## src/win_blank_pkg.sv

```systemverilog
// register map, field layouts and reset values of the readout window and blanking set
// assumes a 16-bit register port decoded from the serial control engine
package win_blank_pkg;

  localparam int unsigned ADDR_W = 8;
  localparam int unsigned DATA_W = 16;

  // ----------------------------------------------------------------
  // register addresses
  // ----------------------------------------------------------------
  localparam logic [7:0] ADDR_CHIP_VERSION     = 8'h00;
  localparam logic [7:0] ADDR_CHIP_VERSION_ALT = 8'hff;
  localparam logic [7:0] ADDR_COLUMN_START     = 8'h01;
  localparam logic [7:0] ADDR_ROW_START        = 8'h02;
  localparam logic [7:0] ADDR_WINDOW_HEIGHT    = 8'h03;
  localparam logic [7:0] ADDR_WINDOW_WIDTH     = 8'h04;
  localparam logic [7:0] ADDR_HORIZ_BLANK      = 8'h05;
  localparam logic [7:0] ADDR_VERT_BLANK       = 8'h06;

  // ----------------------------------------------------------------
  // field widths
  // ----------------------------------------------------------------
  localparam int unsigned COL_W   = 10;
  localparam int unsigned ROW_W   = 9;
  localparam int unsigned HGT_W   = 9;
  localparam int unsigned WID_W   = 10;
  localparam int unsigned HBLK_W  = 10;
  localparam int unsigned VBLK_W  = 15;

  // ----------------------------------------------------------------
  // reset values
  // ----------------------------------------------------------------
  localparam logic [9:0]  RST_COLUMN_START  = 10'h001;
  localparam logic [8:0]  RST_ROW_START     = 9'h004;
  localparam logic [8:0]  RST_WINDOW_HEIGHT = 9'h1e0;
  localparam logic [9:0]  RST_WINDOW_WIDTH  = 10'h2f0;
  localparam logic [9:0]  RST_HORIZ_BLANK   = 10'h05e;
  localparam logic [14:0] RST_VERT_BLANK    = 15'h002d;

  // arbitrary neutral identity value
  localparam logic [15:0] VERSION_DEFAULT   = 16'h5a01;

  localparam logic [15:0] DATA_ZERO         = 16'h0000;

  // ----------------------------------------------------------------
  // carriers
  // ----------------------------------------------------------------
  typedef struct packed {
    logic [COL_W-1:0]  column_start;
    logic [ROW_W-1:0]  row_start;
    logic [HGT_W-1:0]  window_height;
    logic [WID_W-1:0]  window_width;
    logic [HBLK_W-1:0] horizontal_blanking;
    logic [VBLK_W-1:0] vertical_blanking;
  } window_cfg_t;

  localparam window_cfg_t CFG_RESET = '{
    column_start:        RST_COLUMN_START,
    row_start:           RST_ROW_START,
    window_height:       RST_WINDOW_HEIGHT,
    window_width:        RST_WINDOW_WIDTH,
    horizontal_blanking: RST_HORIZ_BLANK,
    vertical_blanking:   RST_VERT_BLANK
  };

  typedef struct packed {
    logic              wr_en;
    logic              rd_en;
    logic [ADDR_W-1:0] addr;
    logic [DATA_W-1:0] wdata;
  } reg_req_t;

  typedef enum logic [1:0] {
    ST_IDLE  = 2'b00,
    ST_ARMED = 2'b01
  } xfer_state_t;

endpackage

```

## src/shadow_field.sv

```systemverilog
// one double-buffered field: pending copy written by the host, live copy loaded at frame start
// assumes the caller decodes the write strobe and supplies the frame-start pulse
`timescale 1ns/1ns

module shadow_field
  import win_blank_pkg::*;
#(
  parameter int unsigned          W         = 10,
  parameter logic [W-1:0]         RST_VALUE = '0
)
(
  input  wire logic         clock_i,
  input  wire logic         rst_b_i,
  input  wire logic         wr_i,
  input  wire logic [W-1:0] wdata_i,
  input  wire logic         load_i,
  output logic      [W-1:0] pending_o,
  output logic      [W-1:0] live_o
);

  logic [W-1:0] pending_ff;
  logic [W-1:0] live_ff;

  // ----------------------------------------------------------------
  // pending copy
  // ----------------------------------------------------------------
  always_ff @(posedge clock_i)
  begin
    if (!rst_b_i)
      pending_ff <= RST_VALUE;
    else if (wr_i)
      pending_ff <= wdata_i;
  end

  // ----------------------------------------------------------------
  // live copy
  // ----------------------------------------------------------------
  // a write in the same cycle as frame start lands in pending only and
  // goes live at the next frame start, so a frame never sees a half update
  always_ff @(posedge clock_i)
  begin
    if (!rst_b_i)
      live_ff <= RST_VALUE;
    else if (load_i)
      live_ff <= pending_ff;
  end

  assign pending_o = pending_ff;
  assign live_o    = live_ff;

endmodule

```

## src/readout_window_blanking_regs.sv

```systemverilog
// readout window and blanking registers with pending and live copies
// assumes the serial control engine presents one-cycle read/write strobes
// and the timing generator pulses frame_start_i at the first dark row
//
// How it works
// column start is 10 bits, first image column after dark columns, 1 to 752.
// row start is 9 bits, first image row after dark rows, resets to 4.
// host should not set row start below four; dark rows use another control.
// window height gives image rows read out, 1 to 480, resets to 0x1e0.
// window width gives image columns read out, 1 to 752, resets to 0x2f0.
// horizontal blanking columns per row, host keeps 43 to 1023, resets 0x05e.
// vertical blanking rows per frame, 15 bits, host keeps 4 to 3000, reset 0x002d.
// undefined bits are read-only; writes to them change nothing.
// pending values copy to live copies at frame start.
// bus reads and writes touch only pending copies; live copies drive the sensor.
// host writes only legal values; out-of-range behaviour is undefined.
`timescale 1ns/1ns

module readout_window_blanking_regs
  import win_blank_pkg::*;
#(
  parameter logic [15:0] VERSION_ID = VERSION_DEFAULT // arbitrary value
)
(
  input  wire logic              clock_i,
  input  wire logic              rst_b_i,
  input  wire reg_req_t          req_i,
  output logic      [DATA_W-1:0] rdata_o,
  output logic                   rvalid_o,
  input  wire logic              frame_start_i,
  output window_cfg_t            live_cfg_o,
  output logic                   cfg_loaded_o
);

  // ----------------------------------------------------------------
  // write decode
  // ----------------------------------------------------------------
  logic wr_col;
  logic wr_row;
  logic wr_hgt;
  logic wr_wid;
  logic wr_hblk;
  logic wr_vblk;

  assign wr_col  = req_i.wr_en && (req_i.addr == ADDR_COLUMN_START);
  assign wr_row  = req_i.wr_en && (req_i.addr == ADDR_ROW_START);
  assign wr_hgt  = req_i.wr_en && (req_i.addr == ADDR_WINDOW_HEIGHT);
  assign wr_wid  = req_i.wr_en && (req_i.addr == ADDR_WINDOW_WIDTH);
  assign wr_hblk = req_i.wr_en && (req_i.addr == ADDR_HORIZ_BLANK);
  assign wr_vblk = req_i.wr_en && (req_i.addr == ADDR_VERT_BLANK);

  // ----------------------------------------------------------------
  // shadowed fields
  // ----------------------------------------------------------------
  // only the defined low bits are stored; upper data bits are dropped here
  window_cfg_t pend_cfg;
  window_cfg_t live_cfg;

  shadow_field #(.W(COL_W), .RST_VALUE(RST_COLUMN_START)) u_col
  (
    .clock_i   (clock_i),
    .rst_b_i   (rst_b_i),
    .wr_i      (wr_col),
    .wdata_i   (req_i.wdata[COL_W-1:0]),
    .load_i    (frame_start_i),
    .pending_o (pend_cfg.column_start),
    .live_o    (live_cfg.column_start)
  );

  shadow_field #(.W(ROW_W), .RST_VALUE(RST_ROW_START)) u_row
  (
    .clock_i   (clock_i),
    .rst_b_i   (rst_b_i),
    .wr_i      (wr_row),
    .wdata_i   (req_i.wdata[ROW_W-1:0]),
    .load_i    (frame_start_i),
    .pending_o (pend_cfg.row_start),
    .live_o    (live_cfg.row_start)
  );

  shadow_field #(.W(HGT_W), .RST_VALUE(RST_WINDOW_HEIGHT)) u_hgt
  (
    .clock_i   (clock_i),
    .rst_b_i   (rst_b_i),
    .wr_i      (wr_hgt),
    .wdata_i   (req_i.wdata[HGT_W-1:0]),
    .load_i    (frame_start_i),
    .pending_o (pend_cfg.window_height),
    .live_o    (live_cfg.window_height)
  );

  shadow_field #(.W(WID_W), .RST_VALUE(RST_WINDOW_WIDTH)) u_wid
  (
    .clock_i   (clock_i),
    .rst_b_i   (rst_b_i),
    .wr_i      (wr_wid),
    .wdata_i   (req_i.wdata[WID_W-1:0]),
    .load_i    (frame_start_i),
    .pending_o (pend_cfg.window_width),
    .live_o    (live_cfg.window_width)
  );

  shadow_field #(.W(HBLK_W), .RST_VALUE(RST_HORIZ_BLANK)) u_hblk
  (
    .clock_i   (clock_i),
    .rst_b_i   (rst_b_i),
    .wr_i      (wr_hblk),
    .wdata_i   (req_i.wdata[HBLK_W-1:0]),
    .load_i    (frame_start_i),
    .pending_o (pend_cfg.horizontal_blanking),
    .live_o    (live_cfg.horizontal_blanking)
  );

  shadow_field #(.W(VBLK_W), .RST_VALUE(RST_VERT_BLANK)) u_vblk
  (
    .clock_i   (clock_i),
    .rst_b_i   (rst_b_i),
    .wr_i      (wr_vblk),
    .wdata_i   (req_i.wdata[VBLK_W-1:0]),
    .load_i    (frame_start_i),
    .pending_o (pend_cfg.vertical_blanking),
    .live_o    (live_cfg.vertical_blanking)
  );

  // out-of-range values are passed through untouched; the host owns legality
  assign live_cfg_o = live_cfg;

  // ----------------------------------------------------------------
  // read path
  // ----------------------------------------------------------------
  logic [DATA_W-1:0] nxt_rdata;
  logic [DATA_W-1:0] rdata_ff;
  logic              rvalid_ff;

  // reads see pending copies only, undefined bits read as zero
  always_comb
  begin
    nxt_rdata = DATA_ZERO;
    case (req_i.addr)
      ADDR_CHIP_VERSION,
      ADDR_CHIP_VERSION_ALT: nxt_rdata = VERSION_ID;
      ADDR_COLUMN_START:     nxt_rdata[COL_W-1:0]  = pend_cfg.column_start;
      ADDR_ROW_START:        nxt_rdata[ROW_W-1:0]  = pend_cfg.row_start;
      ADDR_WINDOW_HEIGHT:    nxt_rdata[HGT_W-1:0]  = pend_cfg.window_height;
      ADDR_WINDOW_WIDTH:     nxt_rdata[WID_W-1:0]  = pend_cfg.window_width;
      ADDR_HORIZ_BLANK:      nxt_rdata[HBLK_W-1:0] = pend_cfg.horizontal_blanking;
      ADDR_VERT_BLANK:       nxt_rdata[VBLK_W-1:0] = pend_cfg.vertical_blanking;
      default:               nxt_rdata = DATA_ZERO;
    endcase
  end

  always_ff @(posedge clock_i)
  begin
    if (!rst_b_i)
      rdata_ff <= DATA_ZERO;
    else if (req_i.rd_en)
      rdata_ff <= nxt_rdata;
  end

  always_ff @(posedge clock_i)
  begin
    if (!rst_b_i)
      rvalid_ff <= 1'b0;
    else
      rvalid_ff <= req_i.rd_en;
  end

  assign rdata_o  = rdata_ff;
  assign rvalid_o = rvalid_ff;

  // ----------------------------------------------------------------
  // frame start acknowledgement
  // ----------------------------------------------------------------
  // high in each cycle after a cycle with frame start, when the live copies have just been refreshed
  xfer_state_t state_ff;

  always_ff @(posedge clock_i)
  begin
    if (!rst_b_i)
      state_ff <= ST_IDLE;
    else
      case (state_ff)
        ST_IDLE:  state_ff <= frame_start_i ? ST_ARMED : ST_IDLE;
        ST_ARMED: state_ff <= frame_start_i ? ST_ARMED : ST_IDLE;
        default:  state_ff <= ST_IDLE;
      endcase
  end

  assign cfg_loaded_o = (state_ff == ST_ARMED);

endmodule

```

## config.mk

```make
export PLATFORM = sky130hd
export DESIGN_NAME = readout_window_blanking_regs
export DESIGN_NICKNAME = d
export VERILOG_FILES = /design/src/win_blank_pkg.sv /design/src/shadow_field.sv /design/src/readout_window_blanking_regs.sv
export SDC_FILE = /design/constraint.sdc
export NUM_CORES = 1
export LEC_CHECK = 0
export BUFFER_PORTS_ARGS = -buffer_cell sky130_fd_sc_hd__buf_2
export CAP_MARGIN = 20
export CORE_MARGIN = 8
export CORE_UTILIZATION = 30
export DETAILED_ROUTE_END_ITERATION = 12
export HOLD_SLACK_MARGIN = 0.05
export PLACE_DENSITY = 0.54
export SETUP_SLACK_MARGIN = 0.02
export SLEW_MARGIN = 20
export SYNTH_ARGS = -nofsm -noshare
export SYNTH_HDL_FRONTEND = slang
export SYNTH_SLANG_ARGS = --single-unit
export TNS_END_PERCENT = 1
```

## constraint.sdc

```tcl
create_clock -name clock_i -period 1.85 [get_ports clock_i]
set_clock_uncertainty 0.15 [all_clocks]
set_input_delay 0.37 -clock clock_i [delete_from_list [all_inputs] [get_ports clock_i]]
set_output_delay 0.37 -clock clock_i [all_outputs]
set_load 0.01 [all_outputs]
```

==> results.md <==
| Quantity | This run |
| --- | --- |
| Status | finished clean |
| Synthesized net count | 613 |
| Count of cell types in the netlist | 40 |
| Hold Path Class | in2reg |
| Max Clock Freq | 669.7 MHz |
| Count leader, synth | sky130_fd_sc_hd__dfxtp_1 |
| WL/cell | 17.40 um |
| Initial antenna violation count | 0 |
| Critical path capture point type | flop |
| Pin count of the biggest net entering global routing | 82 |
| Leading register cell type out of synthesis | sky130_fd_sc_hd__dfxtp_1 |
| Most frequent cells after synthesis | sky130_fd_sc_hd__dfxtp_1 (143), sky130_fd_sc_hd__mux2i_1 (92), sky130_fd_sc_hd__nand2_1 (74) |
| Chip width | 153.8 um |
| Area of the die | 23650 um^2 |
| Vias in the first global route | 4585 |
| Critical path, cell by cell | mux2_2, a221oi_1, buf_4, a211o_1, a21oi_1 |
| Top Ports | 110 |
| Clock Tree Root | sky130_fd_sc_hd__clkbuf_16 |
| Final weighted congestion in routability-driven placement | 0.8189 |
| Clock latency on the worst-skew pair | 0.42 ns |
| Post-route DRC violation count | 0 |
| Register bit count reported by yosys | 143 |
| Hold Slack | 0.07111 ns |
| Post-layout worst setup margin | 0.3568 ns |
| Number of cell rows | 50 |
| Count of nets after finishing | 741 |
| Post-placement cell count | 917 |
| Number of DRC markers in iteration 0 | 331 |
| Family of cells with the greatest summed delay on the critical path | compound AO/OA/AOI/OAI gates |
| Filler-free cell count of the finished design | 959 |
| Max-cap violation count | 0 |
| Die Ht | 153.8 um |
| Number of CTS-inserted buffers | 17 |
| Post-layout util | 39.47% |
| Global-route wire length before repair | 25.91 mm |
| Setup-violating endpoint count in the final report | 0 |
| Clock period minus worst slack | 1.493 ns |
| Power density over the cells | 938.7 nW/um^2 |
| Part of the cycle the worst path needs | 80.71% |
| Async S/R FF share, synth | 0% |
| CTS H-tree depth | 4 |
| Via count of the routed design | 4671 |
| Routed WL | 16.68 mm |
| Critical path buffer and inverter count | 1 |
| Post-synth EDFFs | 0 |
| Share of post-route cells with drive strength above 1 | 28.83% |
| Maximum resistive drop on vdd | 0.6629 mV |
| Largest fanout on the critical path | 3 |
| Antenna diode instance count | 0 |
| RSZ-0062 raised after global routing | false |
| Remaining Overflow, GRT | 0 |
| Final-report hold violation count | 0 |
| Highest cell delay on the worst timing path | 0.34 ns |
| Slowest CP cell | sky130_fd_sc_hd__dfxtp_1 |
| HPWL reported at the end of detailed placement | 12.49 mm |
| Remaining antenna violation count after routing | 0 |
| Worst setup path class | reg2reg |
| Clock input transition at the sequential cells of the worst setup and hold paths | 0.07 ns |
| Final max-slew violation count | 0 |
| Gate count of the mapped netlist | 584 |
| Placement-stage worst setup slack | -0.01160 ns |
| Area share of the leading cell type in the synthesized netlist | 50.27% |
| Area of the placeable core | 18640 um^2 |
| Cell area after synthesis | 5694 um^2 |
| Post-synthesis area per instance | 9.750 um^2 |
| Setup Fix Bufs, Post-CTS | 0 |
| Number of detailed-route iterations in the first pass | 5 |
| Most area-consuming cells after synthesis | sky130_fd_sc_hd__dfxtp_1 (50%), sky130_fd_sc_hd__mux2i_1 (16%), sky130_fd_sc_hd__nand2_1 (4.9%) |
| Lkg Pwr | 3.281 nW |
| Aggregate global-route resource usage | 13.98% |
| Total number of yosys warnings | 0 |
| Starting utilization of the core area | 30.54% |
| Biggest area consumer among synthesized cells | sky130_fd_sc_hd__dfxtp_1 |
| Worst endpoint required time | 2.00 ns |
| Max Buffers Root-to-Sink | 2 |
| TritonCTS clock tree | yes |
| FILL cells | 1829 |
| Total of buffers placed on input and output ports | 107 |
| Fraction of the yosys area taken by sequential cells | 50.27% |
| Post-DR vias/cell | 4.871 |
| Total negative setup slack | 0 ns |
| Arr. time, crit path | 1.64 ns |
| Setup crit start kind | flop |
| TritonCTS Sinks | 143 |
| Area growth from synthesis to layout | 29.22% |
-- logic make-up (layout without fill, tap and decap cells) --
kind of cell / after synthesis / after routing / synth area share [%]
and+or+nand+nor: 196 / 196 / 16.37
buffers and inverters: 47 / 188 / 4.878
muxes: 103 / 103 / 18.35
other: 1 / 1 / 0.06586
AOI/OAI and AO/OA: 94 / 94 / 10.06
DFF: 143 / 143 / 50.27
-- cell type report --
cell class	count	area, um^2	area share [%]
sequential	143	2863	38.90
inverter	2	7.507	0.1020
tap	234	292.8	3.979
multi-input combinational	394	2554	34.70
clock buffer	17	425.4	5.781
clock inverter	15	162.7	2.211
timing repair buffer	154	1054	14.32
-- what timing repair did --
action	CTS	global route
hold endpoints to repair	11	0
setup endpoints to repair	0	0
hold buffers	10	0
gates resized for setup	0	0
-- state kept, by name, indices dropped and copies added, names as in the netlist --
register,count
u_hgt.pending_o,9
u_hgt.live_o,9
u_vblk.pending_o,15
u_col.live_o,10
u_row.live_o,9
u_vblk.live_o,15
u_hblk.live_o,10
u_wid.live_o,10
u_col.pending_o,10
rvalid_o,1
state_ff,1
u_hblk.pending_o,10
u_wid.pending_o,10
rdata_o,15
u_row.pending_o,9
-- stage by stage --
step           power (mW)  cell area, um^2
5_1_grt             7.154             7358
2_1_floorplan       3.399             5694
3_3_place_gp        3.546             6670
3_5_place_dp        3.549             6670
6_report            6.907             7358
4_1_cts             6.988             7358
-- where the power goes --
part / total, mW / internal, mW / switching (mW)
sequential: 3.09 / 3.09 / 0.00501
clock: 3.41 / 1.92 / 1.49
combinational: 0.404 / 0.168 / 0.236
total: 6.91 / 5.18 / 1.73
-- worst paths after layout --
| path | start | end | slack, ns | cells past startpoint |
|---|---|---|---|---|
| worst max register to register | u_col.pending_o[3]$_SDFFE_PN0P_ | rdata_o[3]$_SDFFE_PN0P_ | 0.36 | 5 |
| worst max-delay path | u_col.pending_o[3]$_SDFFE_PN0P_ | rdata_o[3]$_SDFFE_PN0P_ | 0.36 | 5 |
| worst min register to register | rdata_o[1]$_SDFFE_PN0P_ | rdata_o[1]$_SDFFE_PN0P_ | 0.30 | 2 |
| worst min-delay path | req_i[6] | u_hgt.pending_o[6]$_SDFFE_PN1P_ | 0.07 | 3 |
-- tightest hold or removal path, cell delays in order --
cell	delay (ns)
sky130_fd_sc_hd__buf_2	0.12
sky130_fd_sc_hd__mux2i_1	0.07
sky130_fd_sc_hd__nand2_1	0.06
-- layer usage --
layer / vias up / wire length, um / part of all wire, % / GRT usage, %
li1: 2296 / - / - / -
met1: 2222 / 7545 / 45 / 17.39
met2: 136 / 7712 / 46 / 22.28
met3: 17 / 1117 / 6.7 / 4.176
met4: 0 / 306 / 1.8 / 5.600
met5: - / 0 / 0 / 0
-- placed cells by master, fill, tap and decap left out, types with 2 or more instances in the layout --
cell type	instances
sky130_fd_sc_hd__dfxtp_1	143
sky130_fd_sc_hd__buf_2	106
sky130_fd_sc_hd__mux2i_1	92
sky130_fd_sc_hd__nand2_1	74
sky130_fd_sc_hd__nor2_1	53
sky130_fd_sc_hd__nand3_1	50
sky130_fd_sc_hd__o21ai_0	46
sky130_fd_sc_hd__buf_4	27
sky130_fd_sc_hd__a21oi_1	18
sky130_fd_sc_hd__clkbuf_16	17
sky130_fd_sc_hd__mux2_2	11
sky130_fd_sc_hd__buf_12	11
sky130_fd_sc_hd__o21ai_2	10
sky130_fd_sc_hd__dlygate4sd3_1	10
sky130_fd_sc_hd__inv_6	8
sky130_fd_sc_hd__a22oi_1	6
sky130_fd_sc_hd__nand4_4	4
sky130_fd_sc_hd__o21ai_1	4
sky130_fd_sc_hd__inv_8	4
sky130_fd_sc_hd__nor2b_1	3
sky130_fd_sc_hd__a221oi_1	3
sky130_fd_sc_hd__inv_1	2
sky130_fd_sc_hd__and3_2	2
sky130_fd_sc_hd__a221o_1	2
sky130_fd_sc_hd__clkinv_4	2
Note: power is estimated with default switching activity, not from simulation.
